===== config.mk =====
export PLATFORM = sky130hd
export DESIGN_NAME = pecp_parser
export DESIGN_NICKNAME = d
export VERILOG_FILES = /design/src/pecp_fifo.v /design/src/pecp_parser.v
export VERILOG_INCLUDE_DIRS = /design/src
export SDC_FILE = /design/constraint.sdc
export NUM_CORES = 1
export LEC_CHECK = 0
export BUFFER_PORTS_ARGS = -buffer_cell sky130_fd_sc_hd__buf_4
export CORE_MARGIN = 1.5
export CORE_UTILIZATION = 35
export CTS_BUF_LIST = sky130_fd_sc_hd__clkbuf_16
export DETAILED_ROUTE_END_ITERATION = 10
export PLACE_DENSITY_LB_ADDON = 0.05
export SYNTH_ARGS = -nofsm -noshare
export SYNTH_HDL_FRONTEND = slang
export SYNTH_SLANG_ARGS = --single-unit

===== constraint.sdc =====
create_clock -name REF_CLK -period 4.9 [get_ports REF_CLK]
set_clock_uncertainty 0.2 [all_clocks]
set_input_delay 0.49 -clock REF_CLK [delete_from_list [all_inputs] [get_ports REF_CLK]]
set_output_delay 0.49 -clock REF_CLK [all_outputs]
set_load 0.005 [all_outputs]

===== src/pecp_consts.vh =====
// Purpose: Constants for the command parser of the programming executive
// Assumes: Plain Verilog-2005, included by bare name
// Notes: Function
// Function
// Header word: opcode in bits 15:12, length in bits 11:0.
// Unsupported opcode gets a negative-acknowledge reply, nothing executed.
// Length counts 16-bit words; exactly that many words are read.
// Every serial transfer is one 16-bit word.
// Programmer must give the right length or reception breaks.
// Two instructions pack as low word, top bytes pair, low word.
// Odd count: second top byte zero, second low word omitted.
// No checking of argument data beyond the opcode.
// Programmer must send valid arguments; bad ones go unnoticed.
// Block read uses opcode 0x2, length 0x4, returns N instructions.
// Block read second word is instruction count, at most 32768.
// Start address: third word low byte on top, fourth word low.
// Block read returns code data only, always in packed layout.
// Even count: reply starts 0x1200, totals 2 + 3N/2 words.
// Odd count: reply totals 4 + 3(N-1)/2, ends zero-extended top byte.
// Read hitting unimplemented memory resets the executive.
// Length includes the header; length minus one words follow.
`ifndef PECP_CONSTS_VH
`define PECP_CONSTS_VH
`define PECP_WORD_W     16
`define PECP_OP_HI      15
`define PECP_OP_LO      12
`define PECP_LEN_HI     11
`define PECP_LEN_LO     0
`define PECP_OP_READ    4'h2
`define PECP_LEN_READ   12'h004
`define PECP_SUPPORTED  16'h0ffe
`define PECP_READ_HDR   16'h1200
`define PECP_NACK_OP    4'h1
`define PECP_NACK_CODE  4'h2
`define PECP_NACK_TAIL  16'h0002
`define PECP_ADDR_STEP  24'h000002
`define PECP_ARG_COUNT  2'h0
`define PECP_ARG_ADDRH  2'h1
`define PECP_ARG_ADDRL  2'h2
`define PECP_BIT_LAST   4'hf
`define PECP_FIFO_DEPTH 16
`define PECP_FIFO_AW    4
`endif


===== src/pecp_fifo.v =====
// Purpose: Reply word FIFO between parser and serial shifter
// Assumes: Single clock, synchronous active-low reset
// Notes: Flop storage; out_data is the head entry
`timescale 1ns/100ps
`default_nettype none
module pecp_fifo #(
  parameter W     = 16,
  parameter DEPTH = 16,
  parameter AW    = 4
) (
  input  wire         clk,
  input  wire         rst_n,
  input  wire         in_valid,
  output wire         in_ready,
  input  wire [W-1:0] in_data,
  output wire         out_valid,
  input  wire         out_ready,
  output wire [W-1:0] out_data
);
  reg [W-1:0] mem_q [0:DEPTH-1];
  reg [AW-1:0] wr_q;
  reg [AW-1:0] rd_q;
  reg [AW:0]   cnt_q;
  wire         push;
  wire         pop;

  assign in_ready  = (cnt_q != DEPTH[AW:0]);
  assign out_valid = (cnt_q != {(AW+1){1'b0}});
  assign out_data  = mem_q[rd_q];
  assign push      = in_valid & in_ready;
  assign pop       = out_valid & out_ready;

  always @(posedge clk) begin
    if (push) begin
      mem_q[wr_q] <= in_data;
    end
  end

  always @(posedge clk) begin
    if (!rst_n) begin
      wr_q  <= {AW{1'b0}};
      rd_q  <= {AW{1'b0}};
      cnt_q <= {(AW+1){1'b0}};
    end else begin
      if (push) begin
        wr_q <= (wr_q == DEPTH[AW-1:0] - 1'b1) ? {AW{1'b0}} : wr_q + 1'b1;
      end
      if (pop) begin
        rd_q <= (rd_q == DEPTH[AW-1:0] - 1'b1) ? {AW{1'b0}} : rd_q + 1'b1;
      end
      if (push & ~pop) begin
        cnt_q <= cnt_q + 1'b1;
      end else if (pop & ~push) begin
        cnt_q <= cnt_q - 1'b1;
      end
    end
  end
endmodule
`default_nettype wire


===== src/pecp_parser.v =====
// Purpose: Command parser of the programming executive on a 16-bit serial link
// Assumes: Link clock far slower than REF_CLK; code memory answers on REF_CLK
// Notes: Words of other supported commands are passed out on CMD_ ports
`include "pecp_consts.vh"
`timescale 1ns/100ps
`default_nettype none
module pecp_parser #(
  parameter [15:0] SUPPORTED = `PECP_SUPPORTED,
  parameter        DEPTH     = `PECP_FIFO_DEPTH,
  parameter        AW        = `PECP_FIFO_AW
) (
  input  wire        REF_CLK,
  input  wire        RST_N,
  input  wire        LINK_SCK,
  input  wire        LINK_SEL_N,
  input  wire        LINK_SDI,
  output wire        LINK_SDO,
  output reg  [23:0] MEM_ADDR,
  output reg         MEM_RD,
  input  wire [23:0] MEM_RDATA,
  input  wire        MEM_ACK,
  input  wire        MEM_UNIMPL,
  output reg         CMD_WORD_VALID,
  output reg  [3:0]  CMD_OPCODE,
  output reg  [15:0] CMD_WORD,
  output reg         CMD_DONE,
  output reg         EXEC_RESET
);
  localparam [3:0] ST_IDLE = 4'h0;
  localparam [3:0] ST_COLL = 4'h1;
  localparam [3:0] ST_NAK0 = 4'h2;
  localparam [3:0] ST_NAK1 = 4'h3;
  localparam [3:0] ST_RHDR = 4'h4;
  localparam [3:0] ST_RLEN = 4'h5;
  localparam [3:0] ST_FTCH = 4'h6;
  localparam [3:0] ST_WAIT = 4'h7;
  localparam [3:0] ST_LOW1 = 4'h8;
  localparam [3:0] ST_MSB  = 4'h9;
  localparam [3:0] ST_LOW2 = 4'ha;

  // Two-flop synchronisers, third stage only for edge finding
  reg        sck_s1_q, sck_s2_q, sck_s3_q;
  reg        sel_s1_q, sel_s2_q, sel_s3_q;
  reg        sdi_s1_q, sdi_s2_q;
  reg [15:0] rx_sh_q;
  reg [15:0] tx_sh_q;
  reg [3:0]  bit_q;
  reg        rx_stb_q;
  reg [15:0] rx_word_q;
  wire       sck_rise = sck_s2_q & ~sck_s3_q;
  wire       sel_fall = ~sel_s2_q & sel_s3_q;
  wire       tx_load;
  wire       tx_valid;
  wire [15:0] tx_data;
  wire       rsp_ready;
  reg        rsp_valid;
  reg [15:0] rsp_data;

  assign LINK_SDO = tx_sh_q[15];
  assign tx_load  = sel_fall | (~sel_s2_q & sck_rise & (bit_q == `PECP_BIT_LAST));

  always @(posedge REF_CLK) begin
    if (!RST_N) begin
      sck_s1_q <= 1'b0;
      sck_s2_q <= 1'b0;
      sck_s3_q <= 1'b0;
      sel_s1_q <= 1'b1;
      sel_s2_q <= 1'b1;
      sel_s3_q <= 1'b1;
      sdi_s1_q <= 1'b0;
      sdi_s2_q <= 1'b0;
      rx_sh_q  <= 16'h0000;
      tx_sh_q  <= 16'h0000;
      bit_q    <= 4'h0;
      rx_stb_q <= 1'b0;
      rx_word_q <= 16'h0000;
    end else begin
      sck_s1_q <= LINK_SCK;
      sck_s2_q <= sck_s1_q;
      sck_s3_q <= sck_s2_q;
      sel_s1_q <= LINK_SEL_N;
      sel_s2_q <= sel_s1_q;
      sel_s3_q <= sel_s2_q;
      sdi_s1_q <= LINK_SDI;
      sdi_s2_q <= sdi_s1_q;
      rx_stb_q <= 1'b0;
      if (sel_s2_q) begin
        bit_q <= 4'h0;
      end else if (sck_rise) begin
        // Always whole 16-bit words; partial words die with the select
        rx_sh_q <= {rx_sh_q[14:0], sdi_s2_q};
        bit_q   <= bit_q + 4'h1;
        if (bit_q == `PECP_BIT_LAST) begin
          rx_stb_q  <= 1'b1;
          rx_word_q <= {rx_sh_q[14:0], sdi_s2_q};
        end
      end
      if (tx_load) begin
        tx_sh_q <= tx_valid ? tx_data : 16'h0000;
      end else if (~sel_s2_q & sck_rise) begin
        tx_sh_q <= {tx_sh_q[14:0], 1'b0};
      end
    end
  end

  pecp_fifo #(
    .W     (`PECP_WORD_W),
    .DEPTH (DEPTH),
    .AW    (AW)
  ) u_fifo (
    .clk       (REF_CLK),
    .rst_n     (RST_N),
    .in_valid  (rsp_valid),
    .in_ready  (rsp_ready),
    .in_data   (rsp_data),
    .out_valid (tx_valid),
    .out_ready (tx_load),
    .out_data  (tx_data)
  );

  reg [3:0]  st_q, st_d;
  reg [3:0]  op_q;
  reg [11:0] left_q;
  reg [1:0]  arg_q;
  reg [15:0] num_q;
  reg [15:0] rem_q;
  reg [7:0]  addrh_q;
  reg        second_q;
  reg [23:0] ins1_q;
  reg [23:0] ins2_q;
  wire [3:0]  hdr_op  = rx_word_q[`PECP_OP_HI:`PECP_OP_LO];
  wire [11:0] hdr_len = rx_word_q[`PECP_LEN_HI:`PECP_LEN_LO];
  wire        op_ok   = SUPPORTED[op_q];
  // Reply length in words for N instructions
  wire [15:0] reply_len = 16'h0002 + {num_q[15:1], 1'b0} + {1'b0, num_q[15:1]}
                          + (num_q[0] ? 16'h0002 : 16'h0000);

  always @* begin
    rsp_valid = 1'b0;
    rsp_data  = 16'h0000;
    case (st_q)
      ST_NAK0: begin
        rsp_valid = 1'b1;
        rsp_data  = {`PECP_NACK_OP, `PECP_NACK_CODE, 4'h0, op_q};
      end
      ST_NAK1: begin
        rsp_valid = 1'b1;
        rsp_data  = `PECP_NACK_TAIL;
      end
      ST_RHDR: begin
        rsp_valid = 1'b1;
        rsp_data  = `PECP_READ_HDR;
      end
      ST_RLEN: begin
        rsp_valid = 1'b1;
        rsp_data  = reply_len;
      end
      ST_LOW1: begin
        rsp_valid = 1'b1;
        rsp_data  = ins1_q[15:0];
      end
      ST_MSB: begin
        rsp_valid = 1'b1;
        // Second slot is zero when the count is odd
        rsp_data  = {second_q ? ins2_q[23:16] : 8'h00, ins1_q[23:16]};
      end
      ST_LOW2: begin
        rsp_valid = 1'b1;
        rsp_data  = ins2_q[15:0];
      end
      default: begin
        rsp_valid = 1'b0;
        rsp_data  = 16'h0000;
      end
    endcase
  end

  always @* begin
    st_d = st_q;
    case (st_q)
      ST_IDLE: if (rx_stb_q) begin
        st_d = (hdr_len > 12'h001) ? ST_COLL : (SUPPORTED[hdr_op] ? ST_IDLE : ST_NAK0);
      end
      ST_COLL: if (rx_stb_q && left_q == 12'h001) begin
        // Whole command taken before any reply
        st_d = !op_ok ? ST_NAK0 : (op_q == `PECP_OP_READ) ? ST_RHDR : ST_IDLE;
      end
      ST_NAK0: if (rsp_ready) st_d = ST_NAK1;
      ST_NAK1: if (rsp_ready) st_d = ST_IDLE;
      ST_RHDR: if (rsp_ready) st_d = ST_RLEN;
      ST_RLEN: if (rsp_ready) st_d = (num_q == 16'h0000) ? ST_IDLE : ST_FTCH;
      ST_FTCH: st_d = ST_WAIT;
      ST_WAIT: begin
        if (MEM_UNIMPL) begin
          st_d = ST_IDLE;
        end else if (MEM_ACK) begin
          st_d = second_q ? ST_MSB : ST_LOW1;
        end
      end
      ST_LOW1: if (rsp_ready) st_d = (rem_q == 16'h0000) ? ST_MSB : ST_FTCH;
      ST_MSB: if (rsp_ready) st_d = second_q ? ST_LOW2 : ST_IDLE;
      ST_LOW2: if (rsp_ready) st_d = (rem_q == 16'h0000) ? ST_IDLE : ST_FTCH;
      default: st_d = ST_IDLE;
    endcase
  end

  always @(posedge REF_CLK) begin
    if (!RST_N) begin
      st_q           <= ST_IDLE;
      op_q           <= 4'h0;
      left_q         <= 12'h000;
      arg_q          <= 2'h0;
      num_q          <= 16'h0000;
      rem_q          <= 16'h0000;
      addrh_q        <= 8'h00;
      second_q       <= 1'b0;
      ins1_q         <= 24'h000000;
      ins2_q         <= 24'h000000;
      MEM_ADDR       <= 24'h000000;
      MEM_RD         <= 1'b0;
      CMD_WORD_VALID <= 1'b0;
      CMD_OPCODE     <= 4'h0;
      CMD_WORD       <= 16'h0000;
      CMD_DONE       <= 1'b0;
      EXEC_RESET     <= 1'b0;
    end else begin
      st_q           <= st_d;
      MEM_RD         <= 1'b0;
      CMD_WORD_VALID <= 1'b0;
      CMD_DONE       <= 1'b0;
      EXEC_RESET     <= 1'b0;
      if (st_q == ST_IDLE && rx_stb_q) begin
        op_q       <= hdr_op;
        CMD_OPCODE <= hdr_op;
        left_q     <= hdr_len - 12'h001;
        arg_q      <= `PECP_ARG_COUNT;
        // A length of one means the header alone
        CMD_DONE   <= SUPPORTED[hdr_op] && (hdr_len <= 12'h001) && (hdr_op != `PECP_OP_READ);
      end
      if (st_q == ST_COLL && rx_stb_q) begin
        left_q <= left_q - 12'h001;
        arg_q  <= arg_q + 2'h1;
        // Arguments are passed on unchecked
        CMD_WORD_VALID <= op_ok && (op_q != `PECP_OP_READ);
        CMD_WORD       <= rx_word_q;
        CMD_DONE       <= op_ok && (op_q != `PECP_OP_READ) && (left_q == 12'h001);
        if (op_q == `PECP_OP_READ) begin
          case (arg_q)
            `PECP_ARG_COUNT: num_q <= rx_word_q;
            `PECP_ARG_ADDRH: addrh_q <= rx_word_q[7:0];
            `PECP_ARG_ADDRL: MEM_ADDR <= {addrh_q, rx_word_q};
            default: num_q <= num_q;
          endcase
        end
      end
      if (st_q == ST_RHDR) begin
        rem_q    <= num_q;
        second_q <= 1'b0;
      end
      if (st_q == ST_FTCH) begin
        // Code memory only, one 24-bit instruction per fetch
        MEM_RD <= 1'b1;
        rem_q  <= rem_q - 16'h0001;
      end
      if (st_q == ST_WAIT) begin
        if (MEM_UNIMPL) begin
          EXEC_RESET <= 1'b1;
        end else if (MEM_ACK) begin
          MEM_ADDR <= MEM_ADDR + `PECP_ADDR_STEP;
          if (second_q) begin
            ins2_q <= MEM_RDATA;
          end else begin
            ins1_q <= MEM_RDATA;
          end
        end
      end
      if (st_q == ST_LOW1 && rsp_ready && rem_q != 16'h0000) begin
        second_q <= 1'b1;
      end
      if (st_q == ST_LOW2 && rsp_ready) begin
        second_q <= 1'b0;
      end
    end
  end
endmodule
`default_nettype wire


### After elaboration in Yosys (flattened, before gate mapping)

Memory sizes are Yosys's and may differ from the RTL's. A register that Yosys moved wholly into a read port is not among the register bits.
Index checks and enable logic that the tools add are counted.

* add/sub/neg operators: 13
* multiply operators: 0
* divide/modulo/power cells: 0
* order comparisons: 4
* equality and inequality tests: 30
* shift-type cells: 0
* muxes and demuxes: 61
* bitwise operators: 17
* reduce and logical (&&, ||, !) cells: 34

Operators by type and width (count)
* 24-bit two-way mux: 6
* 16-bit case mux with 7 select lines: 1
* 4-bit two-way mux: 21
* 16-bit two-way mux: 5
* 4-bit case mux with 11 select lines: 1
* 16-bit zero test: 2
* 24-bit by 2-bit adder with 24-bit output (second input constant): 1
* 4-bit equality test (second input constant): 6
* 12-bit two-way mux: 2
* 12-bit by 1-bit subtractor with 12-bit output (second input constant): 2
* 2-bit != test (second input constant): 9
* 16-bit by 15-bit adder with 16-bit output: 1
* 16-bit by 2-bit adder with 16-bit output: 1
* 2-bit by 16-bit adder with 16-bit output (first input constant): 1
* 4-bit by 3-bit equality test with 1-bit output (second input constant): 4
* 16-bit nonzero test: 1
* 16-bit by 1-bit subtractor with 16-bit output (second input constant): 1
* 1-bit two-way mux: 13
* 4-bit by 1-bit adder with 4-bit output (second input constant): 3
* 12-bit by 1-bit equality test with 1-bit output (second input constant): 1
* 4-bit by 2-bit equality test with 1-bit output (second input constant): 3
* 12-bit by 1-bit > comparator with 1-bit output (second input constant): 1
* 12-bit by 1-bit less-or-equal comparator with 1-bit output (second input constant): 1
* 3-bit two-way mux: 4
* 28 further kinds: 68

* flip-flop bits (word level): 228
* latch bits: 0
* bits in writable memories: 256
* bits in read-only memories: 32
* output and inout bits: 49
* memories: 3

Memories
* u_fifo.mem_q: words 16, bits a word 16, rd ports 1, clocked after memory_dff 1, write ports 1, line pecp_fifo.v:20 `reg [W-1:0] mem_q [0:DEPTH-1];`
* (no name shown): words 16, bits a word 1, rd ports 1, clocked after memory_dff 1, write ports 0, line pecp_parser.v:238 `` CMD_DONE <= SUPPORTED[hdr_op] && (hdr_len <= 12'h001) && (hdr_op != `PECP_OP_READ); ``
* (no name shown): words 16, bits a word 1, rd ports 1, clocked after memory_dff 1, write ports 0, line pecp_parser.v:133 `wire op_ok = SUPPORTED[op_q];`

### Logic depth before layout (Yosys ltp)

Gate-level depths: netlist of the first run.

* word-level depth: 9
* gate-level depth with buffers: 13
* mapped depth without buffers: 12

### Cells and area by module

Synthesis of the first run repeated with hierarchy kept, for this count alone.

* cell total of the unflattened synthesis: 1871
* area, all modules: 21436.8 um2

By module, submodules not included
* pecp_parser: times used 1, cells an instance 1365, area an instance 10901.7 um2, sequential area each 4344.2 um2
* pecp_fifo: times used 1, cells an instance 506, area an instance 10535.1 um2, sequential area each 8027.7 um2

### Least setup slack after synthesis of the first run

Ideal clock, no wire load.

* path kind: reg2reg
* from: reg num_q[8]
* to: mem u_fifo.mem_q[0][11] (data pin)
* setup time: 0.330 ns
* data arrival time: 2.820 ns
* required time: 4.370 ns
* slack: 1.550 ns
* cell stages (with the launch flop): 10
* buffers on the path: 1
* period minus slack after synthesis: 3.350 ns
* cells stage by stage: dfxtp_1 > inv_1 > ha_1 > ha_1 > clkbuf_1 > nand4_1 > a2111oi_0 > nor2_1 > xor2_1 > o21ai_0

* cells in the longest elaborated chain, start to end: 4

Ends and longest elaborated chain
* start, declared: line pecp_parser.v:125 `reg [15:0] num_q;`
* start signal, assigned: line pecp_parser.v:249 `` `PECP_ARG_COUNT: num_q <= rx_word_q; ``
* start signal, assigned: line pecp_parser.v:252 `default: num_q <= num_q;`
* 2-bit by 16-bit adder with 16-bit output: line pecp_parser.v:135 `wire [15:0] reply_len = 16'h0002 + {num_q[15:1], 1'b0} + {1'b0, num_q[15:1]}`
* 16-bit by 15-bit adder with 16-bit output (*): line pecp_parser.v:135
* 16-bit by 2-bit adder with 16-bit output (*): line pecp_parser.v:136 `+ (num_q[0] ? 16'h0002 : 16'h0000);`
* 16-bit case mux with 7 select lines (*): line pecp_parser.v:141 `case (st_q)`
* via rsp_data[11]: line pecp_parser.v:57 `reg [15:0] rsp_data;`
* end, declared: line pecp_fifo.v:20

Mark *: on every way through the listed nets, which the timed path passes. The rest lies on a longest branch.

### Worst setup path after layout of the first run

* from: reg num_q[2]
* to: mem u_fifo.mem_q[3][15] (data pin)

The elaborated chain is that of the path after synthesis.

==> flow_summary_export.csv, run 1 <==
group,metric,value,unit
outcome,outcome,"finished clean",
timing,fin_tns_setup,0,ps
cts,ctsResizeCount,0,
finish,nNetsFinal,2068,
cts,cts_buffers,55,
placed_design,port_buffers,79,
finish,diodes,0,
setup_path,crit_path_max_fanout,16,
min_path,worstHoldStart,"RST_N",
placed_design,pre_cts_slack,1080,ps
floorplanning,dieArea,62300,um^2
timing,post-route-min-period,3890,ps
timing,setup_viol,0,
global_routing,antenna_found_initial,0,
cts,cts_buffer_depth,3,
yosys,yosys_warnings,0,
routing,route.vias.total,15000,
min_path,hold_path_depth,2,
timing,slew_headroom,0.234,
setup_path,reg2reg_slack,1010,ps
placed_design,dp_hpwl,40300,um
yosys,ys_ff_latch,490,
routing,via_per_inst,5.35,
pwr,p_leak,8.34,nW
yosys,synth_top_area_share,0.361,
yosys,yosysMostFrequentCell,"nand2_1",
global_routing,grt_usage,0.197,
yosys,synth_top_cell_by_area,"edfxtp_1",
setup_path,end_kind,"register",
yosys,synth_cell_types,76,
floorplanning,core,60200,um^2
routing,wl_per_cell,22.0,um
timing,slew_viol_final,0,
floorplanning,rows,90,
global_routing,grt_pass1_wl,93300,um
routing,drc,0,
yosys,synth_edf_count,256,
floorplanning,start_util,0.353,
floorplanning,boundaryPins,80,
yosys,synth-main-ff-cell,"edfxtp_1",
finish,fillers,5706,
yosys,yosys-top-cells-area,"edfxtp_1 36%, dfxtp_1 22%, mux4_2 6.9%",
finish,drive_gt1_frac,0.159,
global_routing,gr-total-overflow,0,
yosys,syn-num-nets,1961,
cts,cts_sinks,490,
cts,cts-root-buf,"clkbuf_16",
yosys,syn_inst,1873,
timing,finalWorstSetupSlack,1010,ps
yosys,synthArstFlopShare,0,
floorplanning,die_h,250,um
setup_path,regToRegEndpoint,"u_fifo.mem_q[3][15]",
pwr,powerDensity,403,nW/um^2
pwr,peakVddDrop,248,uV
yosys,ys_top_cells_by_count,"280 x nand2_1, 256 x edfxtp_1, 234 x dfxtp_1, 180 x a21oi_1, 150 x nor2_1",
setup_path,cp-start-kind,"register",
min_path,hold_end,"sel_s1_q",
timing,finalCritPeriodShare,0.793,
cts,clk_latency,620,ps
timing,worst_slew_pin_slew,1140,ps
routing,drt-initial-drc-count,937,
cts,cts_max_level,2,
finish,synthToLayoutAreaGrowth,17.4,%
setup_path,setup.worst_path.class,"register to register",
setup_path,cp.required,4890,ps
cts,cts_tree,"yes",
routing,dr.pass1.iters,7,
routing,wirelength,61700,um
global_routing,grt_max_degree,98,
timing,rsz0062_at_grt,"no",
yosys,avgSynthCellArea,11.4,um^2
yosys,mappedNetlistArea,21300,um^2
setup_path,r2r_cells,8,
min_path,hold_class,"input port to register",
placed_design,gp_congestion,0.870,
routing,ant_nets,0,
cts,clk_pin_slew,60,ps
timing,max_freq,257,MHz
global_routing,grt_pass1_vias,14800,
setup_path,crit_arrival,3880,ps
run,maxCapViolations,0,
yosys,ys_seq_area_frac,0.582,
floorplanning,dieWidth,250,um
timing,hold_viol,0,
setup_path,worstReg2RegStart,"num_q[2]",
==> repair_timing <==
action,4_1_cts,5_1_grt
setup endpoints to repair,0,0
buffers inserted,0,0
hold endpoints to repair,52,0
hold buffers,28,0
==> worst max-delay path by stage <==
stage	endpoint	from	depth (start not counted)	slack [ps]
2_1_floorplan	u_fifo.mem_q[0][11]	num_q[8]	9	1550
3_3_place_gp	u_fifo.mem_q[0][15]	num_q[2]	8	1160
3_5_place_dp	u_fifo.mem_q[1][15]	num_q[2]	8	1080
4_1_cts	u_fifo.mem_q[10][15]	num_q[2]	8	1040
5_1_grt	u_fifo.mem_q[1][15]	num_q[2]	8	590
6_report	u_fifo.mem_q[3][15]	num_q[2]	8	1010
==> where the power goes <==
group,leakage (nW),internal [mW],switching [mW]
Clock,0.921,2.40,1.75
Sequential,3.94,4.52,0.130
Combinational,3.47,0.481,0.784
Total,8.34,7.40,2.67
==> kinds of logic after synthesis <==
logic type      after synthesis  share of synthesized area
flops                       490                      0.582
xor+xnor                     34                     0.0140
simple gates                600                      0.127
mux                         129                     0.0991
fa+ha+maj                    57                     0.0339
buf+inv                     156                     0.0296
compound gates              407                      0.115
==> placed cells by master (no fill, tap or decap), types with 13 or more instances in the layout <==
master,count
nand2_1,280
edfxtp_1,256
dfxtp_1,230
a21oi_1,180
nor2_1,138
buf_4,133
o21ai_0,79
mux4_2,65
mux2i_1,62
ha_1,56
clkbuf_16,56
inv_1,48
nor3_1,40
o22ai_1,28
dlygate4sd3_1,28
a211oi_1,25
nand3_1,22
xor2_1,21
nor4_1,17
clkinv_2,17
a222oi_1,15
nand4_1,14
xnor2_1,13
==> worst max-delay path, cell delays in order, from the launching register on <==
cell	delay, ps
dfxtp_1	470
inv_1	80
ha_1	300
ha_1	370
a31oi_1	170
a2111oi_0	980
o211ai_1	240
mux2i_1	200
nand3_1	430
==> layout make-up <==
cell class,count,area (um^2),share of cell area
repair buffers,161,1280,0.0512
well taps,782,978,0.0392
clock buffers,56,1400,0.0561
inverters,45,174,0.00697
multi-input cells,1227,8340,0.334
clock inverters,46,412,0.0165
flip-flops and latches,490,12400,0.496
==> routing by layer <==
layer	track usage	share of wire
met3	0.0367	0.048
met4	0.0591	0.027
met5	0	0
met2	0.322	0.47
met1	0.265	0.45
==> registers in the layout (all words and copies together), names as in the netlist, 5 cells and up, named ones only <==
name,cells
MEM_ADDR,24
num_q,16
CMD_WORD,16
u_fifo.mem_q,256
u_fifo.cnt_q,5
left_q,12
ins2_q,24
rem_q,16
rx_sh_q,15
tx_sh_q,16
rx_word_q,16
addrh_q,8
ins1_q,24
==> stage by stage <==
stage          hold slack (ps)  std cells  total power [mW]  utilization  area, um^2
2_1_floorplan              186       1873              5.56            -       21300
3_3_place_gp               217       2677              5.99        0.380       22900
3_5_place_dp               207       2677              5.99        0.380       22900
4_1_cts                    155       2807              10.2        0.414       25000
5_1_grt                    189       2807              10.5        0.414       25000
6_report                   194       2807              10.1        0.414       25000
Note: power is estimated with default switching activity, not from simulation.
==> run 2, diff against run 1 <==
Settings changed: ABC_AREA set to 1.
Clock period 4.9 ns to 3.85 ns, I/O delays scaled along.
==> run 2 against run 1 <==
  * Register-to-register slack got worse by 450 ps
  * Clock power up 22%
  * Maximum frequency increased by 18%
  * Synthesized cell count is 38% higher
  * Die area is 4.7% higher
  * Critical path type unchanged
  * Highest routed layer unchanged
==> flow_summary_export.csv, run 2 <==
group,metric,value,unit
global_routing,grt_max_degree,94,
finish,drive_gt1_frac,0.0941,
setup_path,critPathMaxStageDelay,420,ps
global_routing,met1_usage,0.270,
floorplanning,start_util,0.354,
global_routing,antenna_found_initial,0,
timing,slew_viol_final,0,
yosys,synth_top_cell_by_area,"edfxtp_1",
finish,final_cell_mix,"363 x nor2_1, 354 x nand2_1, 313 x o21ai_0",
yosys,yosysMostFrequentCell,"nor2_1",
timing,worst_slew_pin_slew,1200,ps
placed_design,pre_cts_slack,622,ps
timing,fin_tns_setup,0,ps
timing,post-route-min-period,3290,ps
cts,cts-root-buf,"clkbuf_16",
finish,nNetsFinal,2761,
setup_path,cp-start-kind,"register",
floorplanning,dieWidth,255,um
setup_path,end_kind,"register",
finish,synthToLayoutAreaGrowth,16.3,%
setup_path,setup.worst_path.class,"register to register",
yosys,avgSynthCellArea,8.65,um^2
setup_path,crit_buf_inv,1,
finish,layout_commonest_cell,"nor2_1",
outcome,outcome,"finished clean",
cts,cts_buffer_depth,3,
finish,fillers,6412,
global_routing,use_met2,0.348,
timing,finalWorstSetupSlack,563,ps
yosys,ys_seq_area_frac,0.555,
global_routing,grt_pass1_vias,17500,
yosys,synth-main-ff-cell,"edfxtp_1",
global_routing,grt_pass1_wl,105000,um
yosys,yosys_warnings,0,
global_routing,grt_use_met3,0.0334,
global_routing,grt_usage,0.207,
yosys,ys_ff_latch,490,
global_routing,grt-busiest-layer,"met2",
cts,ctsResizeCount,0,
finish,regMostFlops,"u_fifo.mem_q",
cts,cts_sinks,490,
floorplanning,die_h,255,um
yosys,syn-num-nets,2665,
cts,clk_latency,620,ps
yosys,synth_cell_types,49,
pwr,finalPower,12.8,mW
timing,hold_viol,0,
routing,via_per_inst,5.05,
setup_path,critPathTopFamily,"simple AND/OR/NAND/NOR gates",
yosys,synthArstFlopShare,0,
setup_path,cp_common_cell,"nor2_1",
cts,cts_buffers,55,
pwr,powerDensity,496,nW/um^2
routing,ant_nets,0,
setup_path,crit_path_max_fanout,19,
setup_path,crit_arrival,3640,ps
yosys,synth_top_area_share,0.345,
floorplanning,boundaryPins,80,
routing,dr.pass1.iters,5,
timing,slew_headroom,0.201,
run,maxCapViolations,0,
timing,max_freq,304,MHz
setup_path,cp.required,4200,ps
floorplanning,dieArea,65200,um^2
yosys,syn_inst,2577,
yosys,mappedNetlistArea,22300,um^2
floorplanning,core,63000,um^2
pwr,p_leak,10.4,nW
yosys,yosys-top-cells-area,"edfxtp_1 34%, dfxtp_1 21%, o21ai_0 7.0%",
pwr,peakVddDrop,330,uV
placed_design,gp_congestion,0.873,
cts,cts_max_level,2,
setup_path,crit_slowest_cell,"fa_1",
routing,drc,0,
yosys,synth_edf_count,256,
timing,setup_viol,0,
floorplanning,rows,92,
global_routing,gr-total-overflow,0,
setup_path,crit_chain,"nor2_1 -> nand2_2 -> nand2_2 -> nor2_1 -> nor2_4 -> ha_1 -> inv_1 -> fa_1 -> a21o_1 -> a21oi_1 -> nor2_1 -> nor2_1 -> nand2_1 -> nand2_1 -> nand2_1 -> nor2_1",
min_path,hold_class,"input port to register",
routing,wl_per_cell,19.1,um
yosys,ys_top_cells_by_count,"379 x nor2_1, 354 x nand2_1, 313 x o21ai_0, 256 x edfxtp_1, 248 x inv_1",
cts,cts_tree,"yes",
routing,wirelength,68200,um
timing,finalCritPeriodShare,0.854,
finish,largest_reg_flops,256,
routing,route.vias.total,18000,
cts,clk_pin_slew,60,ps
placed_design,dp_hpwl,45500,um
routing,drt-initial-drc-count,1142,
placed_design,port_buffers,79,
cts,post-cts-setup-buffers,0,
timing,rsz0062_at_grt,"no",
-- run 2: changes by cell type in the layout (fill, tap and decap cells not counted), moves of 16 or more --
| cell | change |
|---|---|
| o21ai_0 | +234 |
| o211ai_1 | +16 |
| nand2_1 | +74 |
| a21oi_1 | +32 |
| nor3_1 | -23 |
| nand3_1 | +196 |
| nor2_1 | +225 |
| mux4_2 | -65 |
| mux2i_1 | -62 |
| inv_1 | +218 |
| a211oi_1 | -22 |
-- run 2: tightest hold or removal path: cells and delay by family --
kind / cells / cell delay [ps]
buf+inv: 2 / 120
simple gates: 3 / 270
compound gates: 1 / 50
-- run 2: power by group --
part | leakage (nW) | switching [mW] | internal [mW]
registers | 4.58 | 0.107 | 5.73
logic | 4.88 | 1.35 | 0.578
clock network | 0.911 | 2.22 | 2.86
total | 10.4 | 3.67 | 9.17
-- run 2: logic make-up after synthesis --
kind of cell / Yosys count / synth area share
and+or+nand+nor: 1026 / 0.194
AOI/OAI and AO/OA: 610 / 0.145
DFF: 490 / 0.555
buffers and inverters: 380 / 0.0674
adders and majority gates: 57 / 0.0323
xor gates and xnor gates: 14 / 0.00550
-- run 2: final timing paths --
kind | from | end | slack, ps | depth (start not counted)
max | st_q[0] | u_fifo.cnt_q[4] | 560 | 16
max reg2reg | st_q[0] | u_fifo.cnt_q[4] | 560 | 16
min reg2reg | sel_s1_q | sel_s2_q | 210 | 1
min | MEM_ACK | st_q[1] | 60 | 6
-- run 2: final cells by class --
cell class	instances	area, um^2	area share
antenna	2	5.00	0.000193
clock buffer	55	1380	0.0531
clock inverter	49	355	0.0137
inverter	258	970	0.0374
multi-input combinational	1707	8460	0.326
sequential	490	12400	0.478
tap	846	1060	0.0408
timing repair buffer	161	1320	0.0509
-- run 2: metal layers --
| metal | up-vias | wire length, um |
|---|---|---|
| met5 | - | 0 |
| met4 | 0 | 2100 |
| met3 | 94 | 2950 |
| met2 | 372 | 32300 |
| met1 | 8630 | 30800 |
| li1 | 8939 | - |
-- run 2: what timing repair did --
action | CTS | global route
hold buffers | 29 | 0
setup endpoints to repair | 0 | 0
hold endpoints to repair | 56 | 0
-- run 2: metrics by stage --
step	area [um^2]	utilization	hold WS, ps	std cells
after floorplan	22300	-	190	2577
after global placement	23900	0.379	207	3433
after detailed placement	23900	0.379	202	3433
after CTS	25900	0.412	8.74	3566
after global routing	25900	0.412	92.8	3566
final	25900	0.412	62.7	3568
